## src/inc/pcg_map.svh

```systemverilog
`ifndef PCG_MAP_SVH
`define PCG_MAP_SVH
`define PCG_OFF_CSR 12'h000
`define PCG_OFF_MUL 12'h004
`define PCG_OFF_PRE 12'h008
`define PCG_OFF_CORE 12'h00C
`define PCG_OFF_PER 12'h010
`define PCG_OFF_EXT 12'h014
`define PCG_OFF_OSC 12'h018
`define PCG_OFF_CFG 12'h01C
`define PCG_OFF_GBL 12'h020
`define PCG_CSR_PATH 0
`define PCG_CSR_RST 3
`define PCG_CSR_STABLE 6
`define PCG_DIV_EN 15
`define PCG_CFG_MEMSRC 4
`define PCG_GBL_PERPIN 3
`define PCG_GBL_MEMPIN 5
`define PCG_RST_CSR 32'h0000_0008
`define PCG_RST_MUL 32'h0000_0004
`define PCG_RST_PRE 32'h0000_8000
`define PCG_RST_CORE 32'h0000_8000
`define PCG_RST_PER 32'h0000_8001
`define PCG_RST_EXT 32'h0000_8001
`define PCG_RST_OSC 32'h0000_8000
`define PCG_RST_CFG 32'h0000_0000
`define PCG_RST_GBL 32'h0000_0028
`define PCG_MUL_MIN 5'h04
`define PCG_MUL_MAX 5'h19
`define PCG_CLK_PERIOD_NS 8
`define PCG_LOCK_MAX_NS 187500
`define PCG_LOCK_CYCLES (`PCG_LOCK_MAX_NS / `PCG_CLK_PERIOD_NS)
`endif

```

## src/inc/pcg_pkg.sv

```systemverilog
package pcg_pkg;
    typedef struct packed {
        logic enable;
        logic [4:0] ratio;
    } pcg_div_cfg_t;
    typedef enum logic [2:0] {
        PCG_PLL_RESET = 3'h1,
        PCG_PLL_LOCKING = 3'h2,
        PCG_PLL_LOCKED = 3'h4
    } pcg_pll_state_t;
    typedef struct packed {
        logic core;
        logic periph;
        logic extmem;
    } pcg_sys_tick_t;
endpackage : pcg_pkg

```

## src/hdl/pcg_divider.sv

```systemverilog
`timescale 1ns/1ps
module pcg_divider (
    input wire logic clock,
    input wire logic sys_rst,
    input wire logic tickIn,
    input wire pcg_pkg::pcg_div_cfg_t cfg,
    output logic tickOut
);
    import pcg_pkg::*;
    logic [4:0] count_reg, count_next;
    pcg_div_cfg_t act_reg, act_next;
    logic tickOut_reg, tickOut_next;
    logic wrap;

    assign wrap = tickIn && (count_reg == act_reg.ratio);
    assign tickOut = tickOut_reg;

    // new ratio and enable are taken only at a period end, so no runt pulse
    always_comb begin
        count_next = count_reg;
        act_next = act_reg;
        tickOut_next = 1'b0;
        if (wrap) begin
            count_next = 5'h0;
            act_next = cfg;
            tickOut_next = act_reg.enable;
        end else if (tickIn) begin
            count_next = count_reg + 5'h1;
        end
    end

    always_ff @(posedge clock) begin
        if (sys_rst) begin
            count_reg <= 5'h0;
            act_reg <= '0;
            tickOut_reg <= 1'b0;
        end else begin
            count_reg <= count_next;
            act_reg <= act_next;
            tickOut_reg <= tickOut_next;
        end
    end
endmodule : pcg_divider

```

## src/hdl/pcg_pll_model.sv

```systemverilog
`timescale 1ns/1ps
`include "pcg_map.svh"
module pcg_pll_model #(
    parameter int LOCK_CYCLES = `PCG_LOCK_CYCLES
) (
    input wire logic clock,
    input wire logic sys_rst,
    input wire logic resetCtl,
    input wire logic refTick,
    input wire logic [4:0] multFactor,
    output logic pllTick,
    output logic locked
);
    import pcg_pkg::*;
    pcg_pll_state_t state_reg, state_next;
    logic [14:0] lockCnt_reg, lockCnt_next;
    logic [5:0] acc_reg, acc_next;
    logic pllTick_reg, pllTick_next;
    logic [4:0] mult_reg;
    logic [5:0] credit;

    assign pllTick = pllTick_reg;
    assign locked = (state_reg == PCG_PLL_LOCKED);
    assign credit = refTick ? {1'b0, multFactor} : 6'h0;

    // phase accumulator: output rate = reference rate * factor / 25, the
    // scale keeps even x25 at no more than one tick per cycle
    always_comb begin
        state_next = state_reg;
        lockCnt_next = lockCnt_reg;
        acc_next = acc_reg;
        pllTick_next = 1'b0;
        case (state_reg)
            PCG_PLL_RESET: begin
                lockCnt_next = 15'h0;
                acc_next = 6'h0;
                if (!resetCtl) state_next = PCG_PLL_LOCKING;
            end
            PCG_PLL_LOCKING: begin
                lockCnt_next = lockCnt_reg + 15'h1;
                if (lockCnt_reg == 15'(LOCK_CYCLES - 1)) state_next = PCG_PLL_LOCKED;
            end
            PCG_PLL_LOCKED: begin
                if (acc_reg >= {1'b0, `PCG_MUL_MAX}) begin
                    acc_next = acc_reg - {1'b0, `PCG_MUL_MAX} + credit;
                    pllTick_next = 1'b1;
                end else begin
                    acc_next = acc_reg + credit;
                end
            end
            default: state_next = PCG_PLL_RESET;
        endcase
        if (state_reg != PCG_PLL_RESET && multFactor != mult_reg) begin
            state_next = PCG_PLL_LOCKING;
            lockCnt_next = 15'h0;
        end
        // a tick launched in the cycle that reset is asserted would leave the reset pll
        if (resetCtl) begin
            state_next = PCG_PLL_RESET;
            pllTick_next = 1'b0;
        end
    end

    always_ff @(posedge clock) begin
        if (sys_rst) begin
            state_reg <= PCG_PLL_RESET;
            lockCnt_reg <= 15'h0;
            acc_reg <= 6'h0;
            pllTick_reg <= 1'b0;
            mult_reg <= `PCG_MUL_MIN;
        end else begin
            state_reg <= state_next;
            lockCnt_reg <= lockCnt_next;
            acc_reg <= acc_next;
            pllTick_reg <= pllTick_next;
            mult_reg <= multFactor;
        end
    end

    logic [15:0] relWait;
    always_ff @(posedge clock) begin
        // a relock starts its count at one, as the release from reset does
        if (sys_rst || resetCtl) relWait <= 16'h0;
        else if (multFactor != mult_reg) relWait <= 16'h1;
        else if (locked) relWait <= 16'h0;
        else relWait <= relWait + 16'h1;
    end
endmodule : pcg_pll_model

```

## src/hdl/pcg_clock_gen.sv

```systemverilog
`timescale 1ns/1ps
`include "pcg_map.svh"
// How it works
// - pre-divider plus three post-dividers
// - periph pin: bus clock, two enables
// - aux pin: oscillator divider, gated
// - memory pin: internal or external source
// - raw input clock to audio ports
// - oscillator divider one to thirty-two
// - pre-divide then multiply four to 25
// - path select: raw or pll
// - three independent system clock dividers
// - pll reset bit resets to one
module pcg_clock_gen #(
    parameter int LOCK_CYCLES = `PCG_LOCK_CYCLES
) (
    input wire logic clock,
    input wire logic sys_rst,
    input wire logic psel,
    input wire logic penable,
    input wire logic pwrite,
    input wire logic [11:0] paddr,
    input wire logic [31:0] pwdata,
    output logic [31:0] prdata,
    output logic pready,
    output logic pslverr,
    input wire logic memoryClockIn,
    output logic coreClock,
    output logic periphBusClock,
    output logic extmemClock,
    output logic periphClockPin,
    output logic auxClockPin,
    output logic memoryClockOut,
    output logic audioAuxClock,
    output logic pllLocked
);
    import pcg_pkg::*;

    function automatic pcg_div_cfg_t divWrite(input logic [31:0] d);
        divWrite = '{enable: d[`PCG_DIV_EN], ratio: d[4:0]};
    endfunction : divWrite

    function automatic logic [31:0] divRead(input pcg_div_cfg_t c);
        logic [31:0] r;
        r = 32'h0000_0000;
        r[`PCG_DIV_EN] = c.enable;
        r[4:0] = c.ratio;
        divRead = r;
    endfunction : divRead

    function automatic logic [4:0] clampMult(input logic [4:0] m);
        if (m < `PCG_MUL_MIN) clampMult = `PCG_MUL_MIN;
        else if (m > `PCG_MUL_MAX) clampMult = `PCG_MUL_MAX;
        else clampMult = m;
    endfunction : clampMult

    // register file
    logic pathSel_reg, pathSel_next;
    logic rstCtl_reg, rstCtl_next;
    logic [4:0] mult_reg, mult_next;
    pcg_div_cfg_t preCfg_reg, preCfg_next;
    pcg_div_cfg_t coreCfg_reg, coreCfg_next;
    pcg_div_cfg_t perCfg_reg, perCfg_next;
    pcg_div_cfg_t extCfg_reg, extCfg_next;
    pcg_div_cfg_t oscCfg_reg, oscCfg_next;
    logic memSrc_reg, memSrc_next;
    logic perPin_reg, perPin_next;
    logic memPin_reg, memPin_next;
    logic [31:0] prdata_reg, prdata_next;
    logic [31:0] csrRst, rdVal;
    logic hit, wrEn, setup;

    assign csrRst = `PCG_RST_CSR;
    assign setup = psel && !penable;
    assign wrEn = psel && penable && pwrite && hit;
    assign pready = 1'b1;
    assign pslverr = psel && penable && !hit;
    assign prdata = prdata_reg;

    // read data is captured in the setup cycle so it stands in the access cycle
    always_comb begin
        hit = 1'b1;
        rdVal = 32'h0000_0000;
        case (paddr)
            `PCG_OFF_CSR: begin
                rdVal[`PCG_CSR_PATH] = pathSel_reg;
                rdVal[`PCG_CSR_RST] = rstCtl_reg;
                rdVal[`PCG_CSR_STABLE] = pllLocked;
            end
            `PCG_OFF_MUL: rdVal[4:0] = mult_reg;
            `PCG_OFF_PRE: rdVal = divRead(preCfg_reg);
            `PCG_OFF_CORE: rdVal = divRead(coreCfg_reg);
            `PCG_OFF_PER: rdVal = divRead(perCfg_reg);
            `PCG_OFF_EXT: rdVal = divRead(extCfg_reg);
            `PCG_OFF_OSC: rdVal = divRead(oscCfg_reg);
            `PCG_OFF_CFG: rdVal[`PCG_CFG_MEMSRC] = memSrc_reg;
            `PCG_OFF_GBL: begin
                rdVal[`PCG_GBL_PERPIN] = perPin_reg;
                rdVal[`PCG_GBL_MEMPIN] = memPin_reg;
            end
            default: hit = 1'b0;
        endcase
    end

    always_comb begin
        pathSel_next = pathSel_reg;
        rstCtl_next = rstCtl_reg;
        mult_next = mult_reg;
        preCfg_next = preCfg_reg;
        coreCfg_next = coreCfg_reg;
        perCfg_next = perCfg_reg;
        extCfg_next = extCfg_reg;
        oscCfg_next = oscCfg_reg;
        memSrc_next = memSrc_reg;
        perPin_next = perPin_reg;
        memPin_next = memPin_reg;
        prdata_next = setup ? rdVal : prdata_reg;
        if (wrEn) begin
            case (paddr)
                `PCG_OFF_CSR: begin
                    pathSel_next = pwdata[`PCG_CSR_PATH];
                    rstCtl_next = pwdata[`PCG_CSR_RST];
                end
                // out-of-range factors are clamped so the model never overruns
                `PCG_OFF_MUL: mult_next = clampMult(pwdata[4:0]);
                `PCG_OFF_PRE: preCfg_next = divWrite(pwdata);
                `PCG_OFF_CORE: coreCfg_next = divWrite(pwdata);
                `PCG_OFF_PER: perCfg_next = divWrite(pwdata);
                `PCG_OFF_EXT: extCfg_next = divWrite(pwdata);
                `PCG_OFF_OSC: oscCfg_next = divWrite(pwdata);
                `PCG_OFF_CFG: memSrc_next = pwdata[`PCG_CFG_MEMSRC];
                `PCG_OFF_GBL: begin
                    perPin_next = pwdata[`PCG_GBL_PERPIN];
                    memPin_next = pwdata[`PCG_GBL_MEMPIN];
                end
                default: ;
            endcase
        end
    end

    always_ff @(posedge clock) begin
        if (sys_rst) begin
            pathSel_reg <= csrRst[`PCG_CSR_PATH];
            rstCtl_reg <= csrRst[`PCG_CSR_RST];
            mult_reg <= 5'(`PCG_RST_MUL);
            preCfg_reg <= divWrite(`PCG_RST_PRE);
            coreCfg_reg <= divWrite(`PCG_RST_CORE);
            perCfg_reg <= divWrite(`PCG_RST_PER);
            extCfg_reg <= divWrite(`PCG_RST_EXT);
            oscCfg_reg <= divWrite(`PCG_RST_OSC);
            memSrc_reg <= 1'b0;
            perPin_reg <= 1'b1;
            memPin_reg <= 1'b1;
            prdata_reg <= 32'h0000_0000;
        end else begin
            pathSel_reg <= pathSel_next;
            rstCtl_reg <= rstCtl_next;
            mult_reg <= mult_next;
            preCfg_reg <= preCfg_next;
            coreCfg_reg <= coreCfg_next;
            perCfg_reg <= perCfg_next;
            extCfg_reg <= extCfg_next;
            oscCfg_reg <= oscCfg_next;
            memSrc_reg <= memSrc_next;
            perPin_reg <= perPin_next;
            memPin_reg <= memPin_next;
            prdata_reg <= prdata_next;
        end
    end

    // clock path; each derived clock is a one-cycle tick per divided period
    logic refTick, pllTick, hfTick, oscTick;
    pcg_sys_tick_t sysTick;

    pcg_divider uPreDiv (
        .clock(clock),
        .sys_rst(sys_rst),
        .tickIn(1'b1),
        .cfg(preCfg_reg),
        .tickOut(refTick)
    );

    pcg_pll_model #(.LOCK_CYCLES(LOCK_CYCLES)) uPll (
        .clock(clock),
        .sys_rst(sys_rst),
        .resetCtl(rstCtl_reg),
        .refTick(refTick),
        .multFactor(mult_reg),
        .pllTick(pllTick),
        .locked(pllLocked)
    );

    // both sources are single-cycle ticks, so switching cannot cut a pulse
    assign hfTick = pathSel_reg ? pllTick : 1'b1;

    pcg_divider uCoreDiv (
        .clock(clock),
        .sys_rst(sys_rst),
        .tickIn(hfTick),
        .cfg(coreCfg_reg),
        .tickOut(sysTick.core)
    );

    pcg_divider uPerDiv (
        .clock(clock),
        .sys_rst(sys_rst),
        .tickIn(hfTick),
        .cfg(perCfg_reg),
        .tickOut(sysTick.periph)
    );

    pcg_divider uExtDiv (
        .clock(clock),
        .sys_rst(sys_rst),
        .tickIn(hfTick),
        .cfg(extCfg_reg),
        .tickOut(sysTick.extmem)
    );

    pcg_divider uOscDiv (
        .clock(clock),
        .sys_rst(sys_rst),
        .tickIn(1'b1),
        .cfg(oscCfg_reg),
        .tickOut(oscTick)
    );

    // external memory clock pin is asynchronous: two flops before use
    logic memSync1_reg, memSync2_reg;
    logic perPinOut_reg, perPinOut_next;
    logic auxPinOut_reg, auxPinOut_next;
    logic memOut_reg, memOut_next;
    logic audio_reg;

    always_comb begin
        perPinOut_next = sysTick.periph && perCfg_reg.enable && perPin_reg;
        auxPinOut_next = oscTick;
        memOut_next = 1'b0;
        if (memPin_reg) begin
            memOut_next = memSrc_reg ? memSync2_reg : sysTick.extmem;
        end
    end

    always_ff @(posedge clock) begin
        if (sys_rst) begin
            memSync1_reg <= 1'b0;
            memSync2_reg <= 1'b0;
            perPinOut_reg <= 1'b0;
            auxPinOut_reg <= 1'b0;
            memOut_reg <= 1'b0;
            audio_reg <= 1'b0;
        end else begin
            memSync1_reg <= memoryClockIn;
            memSync2_reg <= memSync1_reg;
            perPinOut_reg <= perPinOut_next;
            auxPinOut_reg <= auxPinOut_next;
            memOut_reg <= memOut_next;
            audio_reg <= 1'b1;
        end
    end

    assign coreClock = sysTick.core;
    assign periphBusClock = sysTick.periph;
    assign extmemClock = sysTick.extmem;
    assign periphClockPin = perPinOut_reg;
    assign auxClockPin = auxPinOut_reg;
    assign memoryClockOut = memOut_reg;
    assign audioAuxClock = audio_reg;
endmodule : pcg_clock_gen

```

## config.mk

```make
export PLATFORM = sky130hd
export DESIGN_NAME = pcg_clock_gen
export DESIGN_NICKNAME = d
export VERILOG_FILES = /design/src/inc/pcg_pkg.sv /design/src/hdl/pcg_divider.sv /design/src/hdl/pcg_pll_model.sv /design/src/hdl/pcg_clock_gen.sv
export VERILOG_INCLUDE_DIRS = /design/src /design/src/inc
export SDC_FILE = /design/constraint.sdc
export NUM_CORES = 1
export LEC_CHECK = 0
export BUFFER_PORTS_ARGS = -buffer_cell sky130_fd_sc_hd__buf_2
export CORE_MARGIN = 2
export CORE_UTILIZATION = 25
export CTS_CLUSTER_SIZE = 25
export DETAILED_ROUTE_END_ITERATION = 10
export PLACE_DENSITY_LB_ADDON = 0.1
export SYNTH_ARGS = -nofsm -noshare
export SYNTH_HDL_FRONTEND = slang
export SYNTH_SLANG_ARGS = --single-unit
```

## constraint.sdc

```tcl
create_clock -name clock -period 6.3 [get_ports clock]
set_input_delay 1.26 -clock clock [delete_from_list [all_inputs] [get_ports clock]]
set_output_delay 1.26 -clock clock [all_outputs]
set_load 0.03 [all_outputs]
```

==> impl_results.html <==
<table>
<tr><th>Metric</th><th>Value</th></tr>
<tr><th colspan="2">Routing</th></tr>
<tr><td>Number of detailed-routing iterations run before antenna repair</td><td>5</td></tr>
<tr><td>Routed wirelength normalized by instance count</td><td>between 15 and 20 um</td></tr>
<tr><td>Vias per cell</td><td>4.41</td></tr>
<tr><td>Number of design rule violations left after detail routing</td><td>0</td></tr>
<tr><td>Remaining antenna violation count after routing</td><td>0</td></tr>
<tr><td>Detailed router's first-iteration violation count</td><td>between 200 and 300</td></tr>
<tr><td>Post-detailed-routing wire length</td><td>between 15000 and 20000 um</td></tr>
<tr><td>Overall via count from detail_route</td><td>approximately 5300</td></tr>
<tr><th colspan="2">Critical path</th></tr>
<tr><td>Cell type group with the largest total delay on the critical path</td><td>simple AND/OR/NAND/NOR gates</td></tr>
<tr><td>Capturing element type of the critical path</td><td>output pin</td></tr>
<tr><td>Critical path data arrival time</td><td>3.10 ns</td></tr>
<tr><td>Largest stage delay on the critical path</td><td>0.68 ns</td></tr>
<tr><td>Crit-path cells</td><td>buf_2, nor4_1, nand4b_1, nor2_1, nor2_1, buf_2</td></tr>
<tr><td>Crit-path slowest cell</td><td>sky130_fd_sc_hd__nor4_1</td></tr>
<tr><td>Max FO, Critical Path</td><td>6</td></tr>
<tr><td>Required time at the worst-slack endpoint</td><td>about 5 ns</td></tr>
<tr><td>Crit path buffers/inverters</td><td>2</td></tr>
<tr><td>Critical Path Source Type</td><td>input pin</td></tr>
<tr><td>Kind of critical path</td><td>input pin to output pin</td></tr>
<tr><th colspan="2">Synth</th></tr>
<tr><td>Mapped Cells</td><td>approximately 780</td></tr>
<tr><td>Number of register bits inferred by synthesis</td><td>around 140</td></tr>
<tr><td>Post-synthesis cell area</td><td>about 0.0071 mm^2</td></tr>
<tr><td>Synth unique cells</td><td>64</td></tr>
<tr><td>Ys flop type</td><td>sky130_fd_sc_hd__dfxtp_1</td></tr>
<tr><td>Commonest cells in the synthesized netlist</td><td>144 x sky130_fd_sc_hd__dfxtp_1, 117 x sky130_fd_sc_hd__nor2_1, 75 x sky130_fd_sc_hd__mux2i_1, 53 x sky130_fd_sc_hd__nand2_1, 28 x sky130_fd_sc_hd__xor2_1</td></tr>
<tr><td>Most area-consuming cells after synthesis</td><td>sky130_fd_sc_hd__dfxtp_1 41%, sky130_fd_sc_hd__mux2i_1 11%, sky130_fd_sc_hd__nor2_1 6.2%</td></tr>
<tr><td>Seq/Total Area, Yosys</td><td>0.409</td></tr>
<tr><td>Fraction of synthesis flops using an asynchronous set or reset pin</td><td>0</td></tr>
<tr><td>Post-synth top area share</td><td>0.409</td></tr>
<tr><td>Warnings, synthesis</td><td>0</td></tr>
<tr><td>Count leader, synth</td><td>sky130_fd_sc_hd__dfxtp_1</td></tr>
<tr><td>Cell type with the largest total area after synthesis</td><td>sky130_fd_sc_hd__dfxtp_1</td></tr>
<tr><td>Mean post-synth cell area</td><td>around 9 um^2</td></tr>
<tr><td>Number of enable flip-flop cells after synthesis</td><td>0</td></tr>
<tr><th colspan="2">STA</th></tr>
<tr><td>Final Critical Period</td><td>about 4.4 ns</td></tr>
<tr><td>Maximum clock skew at final layout</td><td>about 0.032 ns</td></tr>
<tr><td>Rel. slew slack</td><td>0.295</td></tr>
<tr><td>Peak Freq</td><td>~0.23 GHz</td></tr>
<tr><td>Worst Tran Pin Value</td><td>between 1 and 1.5 ns</td></tr>
<tr><td>Period utilization</td><td>0.692</td></tr>
<tr><td>Max-slew violation count</td><td>0</td></tr>
<tr><td>Setup_tns</td><td>0 ns</td></tr>
<tr><td>Final worst hold slack</td><td>0.435 ns</td></tr>
<tr><td>Final number of hold-violating endpoints</td><td>0</td></tr>
<tr><td>Number of endpoints failing setup at the final stage</td><td>0</td></tr>
<tr><td>RSZ-0062 raised after global routing</td><td>false</td></tr>
<tr><th colspan="2">Clocking</th></tr>
<tr><td>Root buffer selected by CTS</td><td>sky130_fd_sc_hd__clkbuf_16</td></tr>
<tr><td>CTS Sinks</td><td>around 140</td></tr>
<tr><td>CTS buffer count</td><td>17</td></tr>
<tr><td>Max clock buf depth</td><td>2</td></tr>
<tr><td>Post_cts resized</td><td>0</td></tr>
<tr><td>TritonCTS clock tree</td><td>done</td></tr>
<tr><td>Total number of H-tree levels</td><td>4</td></tr>
<tr><td>Post-cts hold buffer count</td><td>0</td></tr>
<tr><td>Clock-pin transition on the worst setup and hold timing paths</td><td>about 0.06 ns</td></tr>
<tr><td>Worst-skew pair later-pin latency</td><td>0.43 ns</td></tr>
<tr><td>Number of buffers added for setup after CTS</td><td>0</td></tr>
<tr><th colspan="2">Global routing</th></tr>
<tr><td>Total Routing Usage GR</td><td>0.135</td></tr>
<tr><td>Global-route wire length before repair</td><td>between 30000 and 40000 um</td></tr>
<tr><td>Number of global-route vias before repair</td><td>roughly 5200</td></tr>
<tr><td>Initial antenna violation count</td><td>0</td></tr>
<tr><td>GR Util met2</td><td>0.203</td></tr>
<tr><td>GR Layer Usage met1</td><td>0.198</td></tr>
<tr><td>Busiest layer in global routing</td><td>met2</td></tr>
<tr><td>Largest net degree at the start of global routing</td><td>49</td></tr>
<tr><td>Sum of overflow across all layers after global routing</td><td>0</td></tr>
<tr><td>Met3 track demand over resource in global routing</td><td>0.0259</td></tr>
<tr><th colspan="2">Floorplanning</th></tr>
<tr><td>Starting density of the core</td><td>0.254</td></tr>
<tr><td>Std cell rows</td><td>61</td></tr>
<tr><td>Die Outline Area</td><td>between 0.02 and 0.03 mm^2</td></tr>
<tr><td>Die outline height</td><td>~170 um</td></tr>
<tr><td>Number of top-level design ports</td><td>92</td></tr>
<tr><td>Core ar.</td><td>roughly 0.028 mm^2</td></tr>
<tr><td>Die Wd</td><td>roughly 170 um</td></tr>
<tr><th colspan="2">Power and ir drop</th></tr>
<tr><td>Cell leakage power</td><td>between 3 and 4 nW</td></tr>
<tr><td>Power density over the cells</td><td>between 200 and 300 mW/mm^2</td></tr>
<tr><td>Worst VDD drop</td><td>160 uV</td></tr>
<tr><th colspan="2">Place</th></tr>
<tr><td>Detailed placer's ending HPWL</td><td>~14000 um</td></tr>
<tr><td>Placed inst area</td><td>roughly 0.0075 mm^2</td></tr>
<tr><td>Port bufs</td><td>41</td></tr>
<tr><td>Final Wtd Congestion</td><td>around 0.75</td></tr>
<tr><td>Placed cells</td><td>between 1000 and 1500</td></tr>
<tr><th colspan="2">Final layout</th></tr>
<tr><td>Final-stage net count</td><td>approximately 900</td></tr>
<tr><td>Number of non-filler instances in the completed layout</td><td>about 1200</td></tr>
<tr><td>Cell area after layout</td><td>0.00808 mm^2</td></tr>
<tr><td>Number of inserted diodes</td><td>0</td></tr>
<tr><td>Fill cell instance count of the final layout</td><td>approximately 3000</td></tr>
<tr><td>Share of final-layout standard cells stronger than drive strength 1</td><td>0.122</td></tr>
<tr><td>Layout Area Growth over Synthesis</td><td>14.6%</td></tr>
<tr><td>Flip-flop count of the largest register, all copies and words added</td><td>15</td></tr>
<tr><th colspan="2">Status</th></tr>
<tr><td>Run status</td><td>finished clean</td></tr>
<tr><th colspan="2">Flow run</th></tr>
<tr><td>Number of max-cap violations</td><td>0</td></tr>
<tr><th colspan="2">Worst hold path</th></tr>
<tr><td>Worst min-delay path class</td><td>flop to flop</td></tr>
</table>
## final timing paths
path                   startpoint         endpoint  slack, ns  depth (start not counted)
setup / recovery         paddr[9]          pslverr       1.94                          6
hold / removal    uOscDiv.tickOut      auxClockPin       0.43                          1
setup reg to reg      mult_reg[1]  uPll.acc_reg[3]       3.64                         11
hold reg to reg   uOscDiv.tickOut      auxClockPin       0.43                          1
## cell usage in the layout, fill, tap and decap left out, types with 5 or more instances in the layout
| master | instances |
|---|---|
| sky130_fd_sc_hd__buf_2 | 41 |
| sky130_fd_sc_hd__nor2b_1 | 11 |
| sky130_fd_sc_hd__or2_2 | 7 |
| sky130_fd_sc_hd__xnor2_1 | 26 |
| sky130_fd_sc_hd__o21ai_0 | 14 |
| sky130_fd_sc_hd__nand4_1 | 17 |
| sky130_fd_sc_hd__and3_1 | 14 |
| sky130_fd_sc_hd__nor3_1 | 21 |
| sky130_fd_sc_hd__inv_6 | 5 |
| sky130_fd_sc_hd__clkbuf_16 | 17 |
| sky130_fd_sc_hd__buf_4 | 6 |
| sky130_fd_sc_hd__a21oi_1 | 25 |
| sky130_fd_sc_hd__conb_1 | 25 |
| sky130_fd_sc_hd__mux2_2 | 7 |
| sky130_fd_sc_hd__dfxtp_1 | 144 |
| sky130_fd_sc_hd__a22oi_1 | 5 |
| sky130_fd_sc_hd__inv_1 | 23 |
| sky130_fd_sc_hd__nand3_1 | 22 |
| sky130_fd_sc_hd__a31oi_1 | 7 |
| sky130_fd_sc_hd__mux2i_1 | 75 |
| sky130_fd_sc_hd__ha_1 | 20 |
| sky130_fd_sc_hd__o211ai_1 | 7 |
| sky130_fd_sc_hd__nor3b_1 | 6 |
| sky130_fd_sc_hd__nor2_1 | 117 |
| sky130_fd_sc_hd__nand2_1 | 53 |
| sky130_fd_sc_hd__clkinvlp_4 | 5 |
| sky130_fd_sc_hd__xor2_1 | 28 |
## where the power goes
| group | internal, mW | leakage (nW) | switching, mW |
|---|---|---|---|
| registers | 0.942 | 1.17 | 0.0239 |
| logic | 0.0998 | 1.83 | 0.161 |
| clock network | 0.513 | 0.256 | 0.438 |
## cell families after synthesis
group,synth area share
AND/OR/NAND/NOR,0.216
flip-flops,0.409
AO/OA/AOI/OAI,0.0845
multiplexers,0.118
buffers and inverters,0.0598
XOR/XNOR,0.0671
adder cells (fa/ha/maj),0.0454
other,0.00107
## through the flow
| step | power, mW | utilization | setup slack (ns) |
|---|---|---|---|
| floorplan | 1.18 | - | 2.62 |
| global placement | 1.25 | 0.271 | 1.93 |
| detailed placement | 1.25 | 0.271 | 1.93 |
| CTS | 2.22 | 0.291 | 1.92 |
| global route | 2.29 | 0.291 | 1.67 |
| finish | 2.18 | 0.291 | 1.94 |
## routing by layer
layer,vias up,share of wire
met5,-,0
met4,0,0.0069
met3,6,0.026
met2,67,0.44
met1,2500,0.53
li1,2736,-
## final cells by class
cell class	instances	area, um^2	share of cell area
sequential	144	2880	0.357
inverter	24	90.1	0.0111
timing repair buffer	47	250	0.0310
multi-input combinational	579	3830	0.474
clock inverter	15	129	0.0159
tap	378	473	0.0585
clock buffer	17	425	0.0526
(Power assumes the default switching activity.)
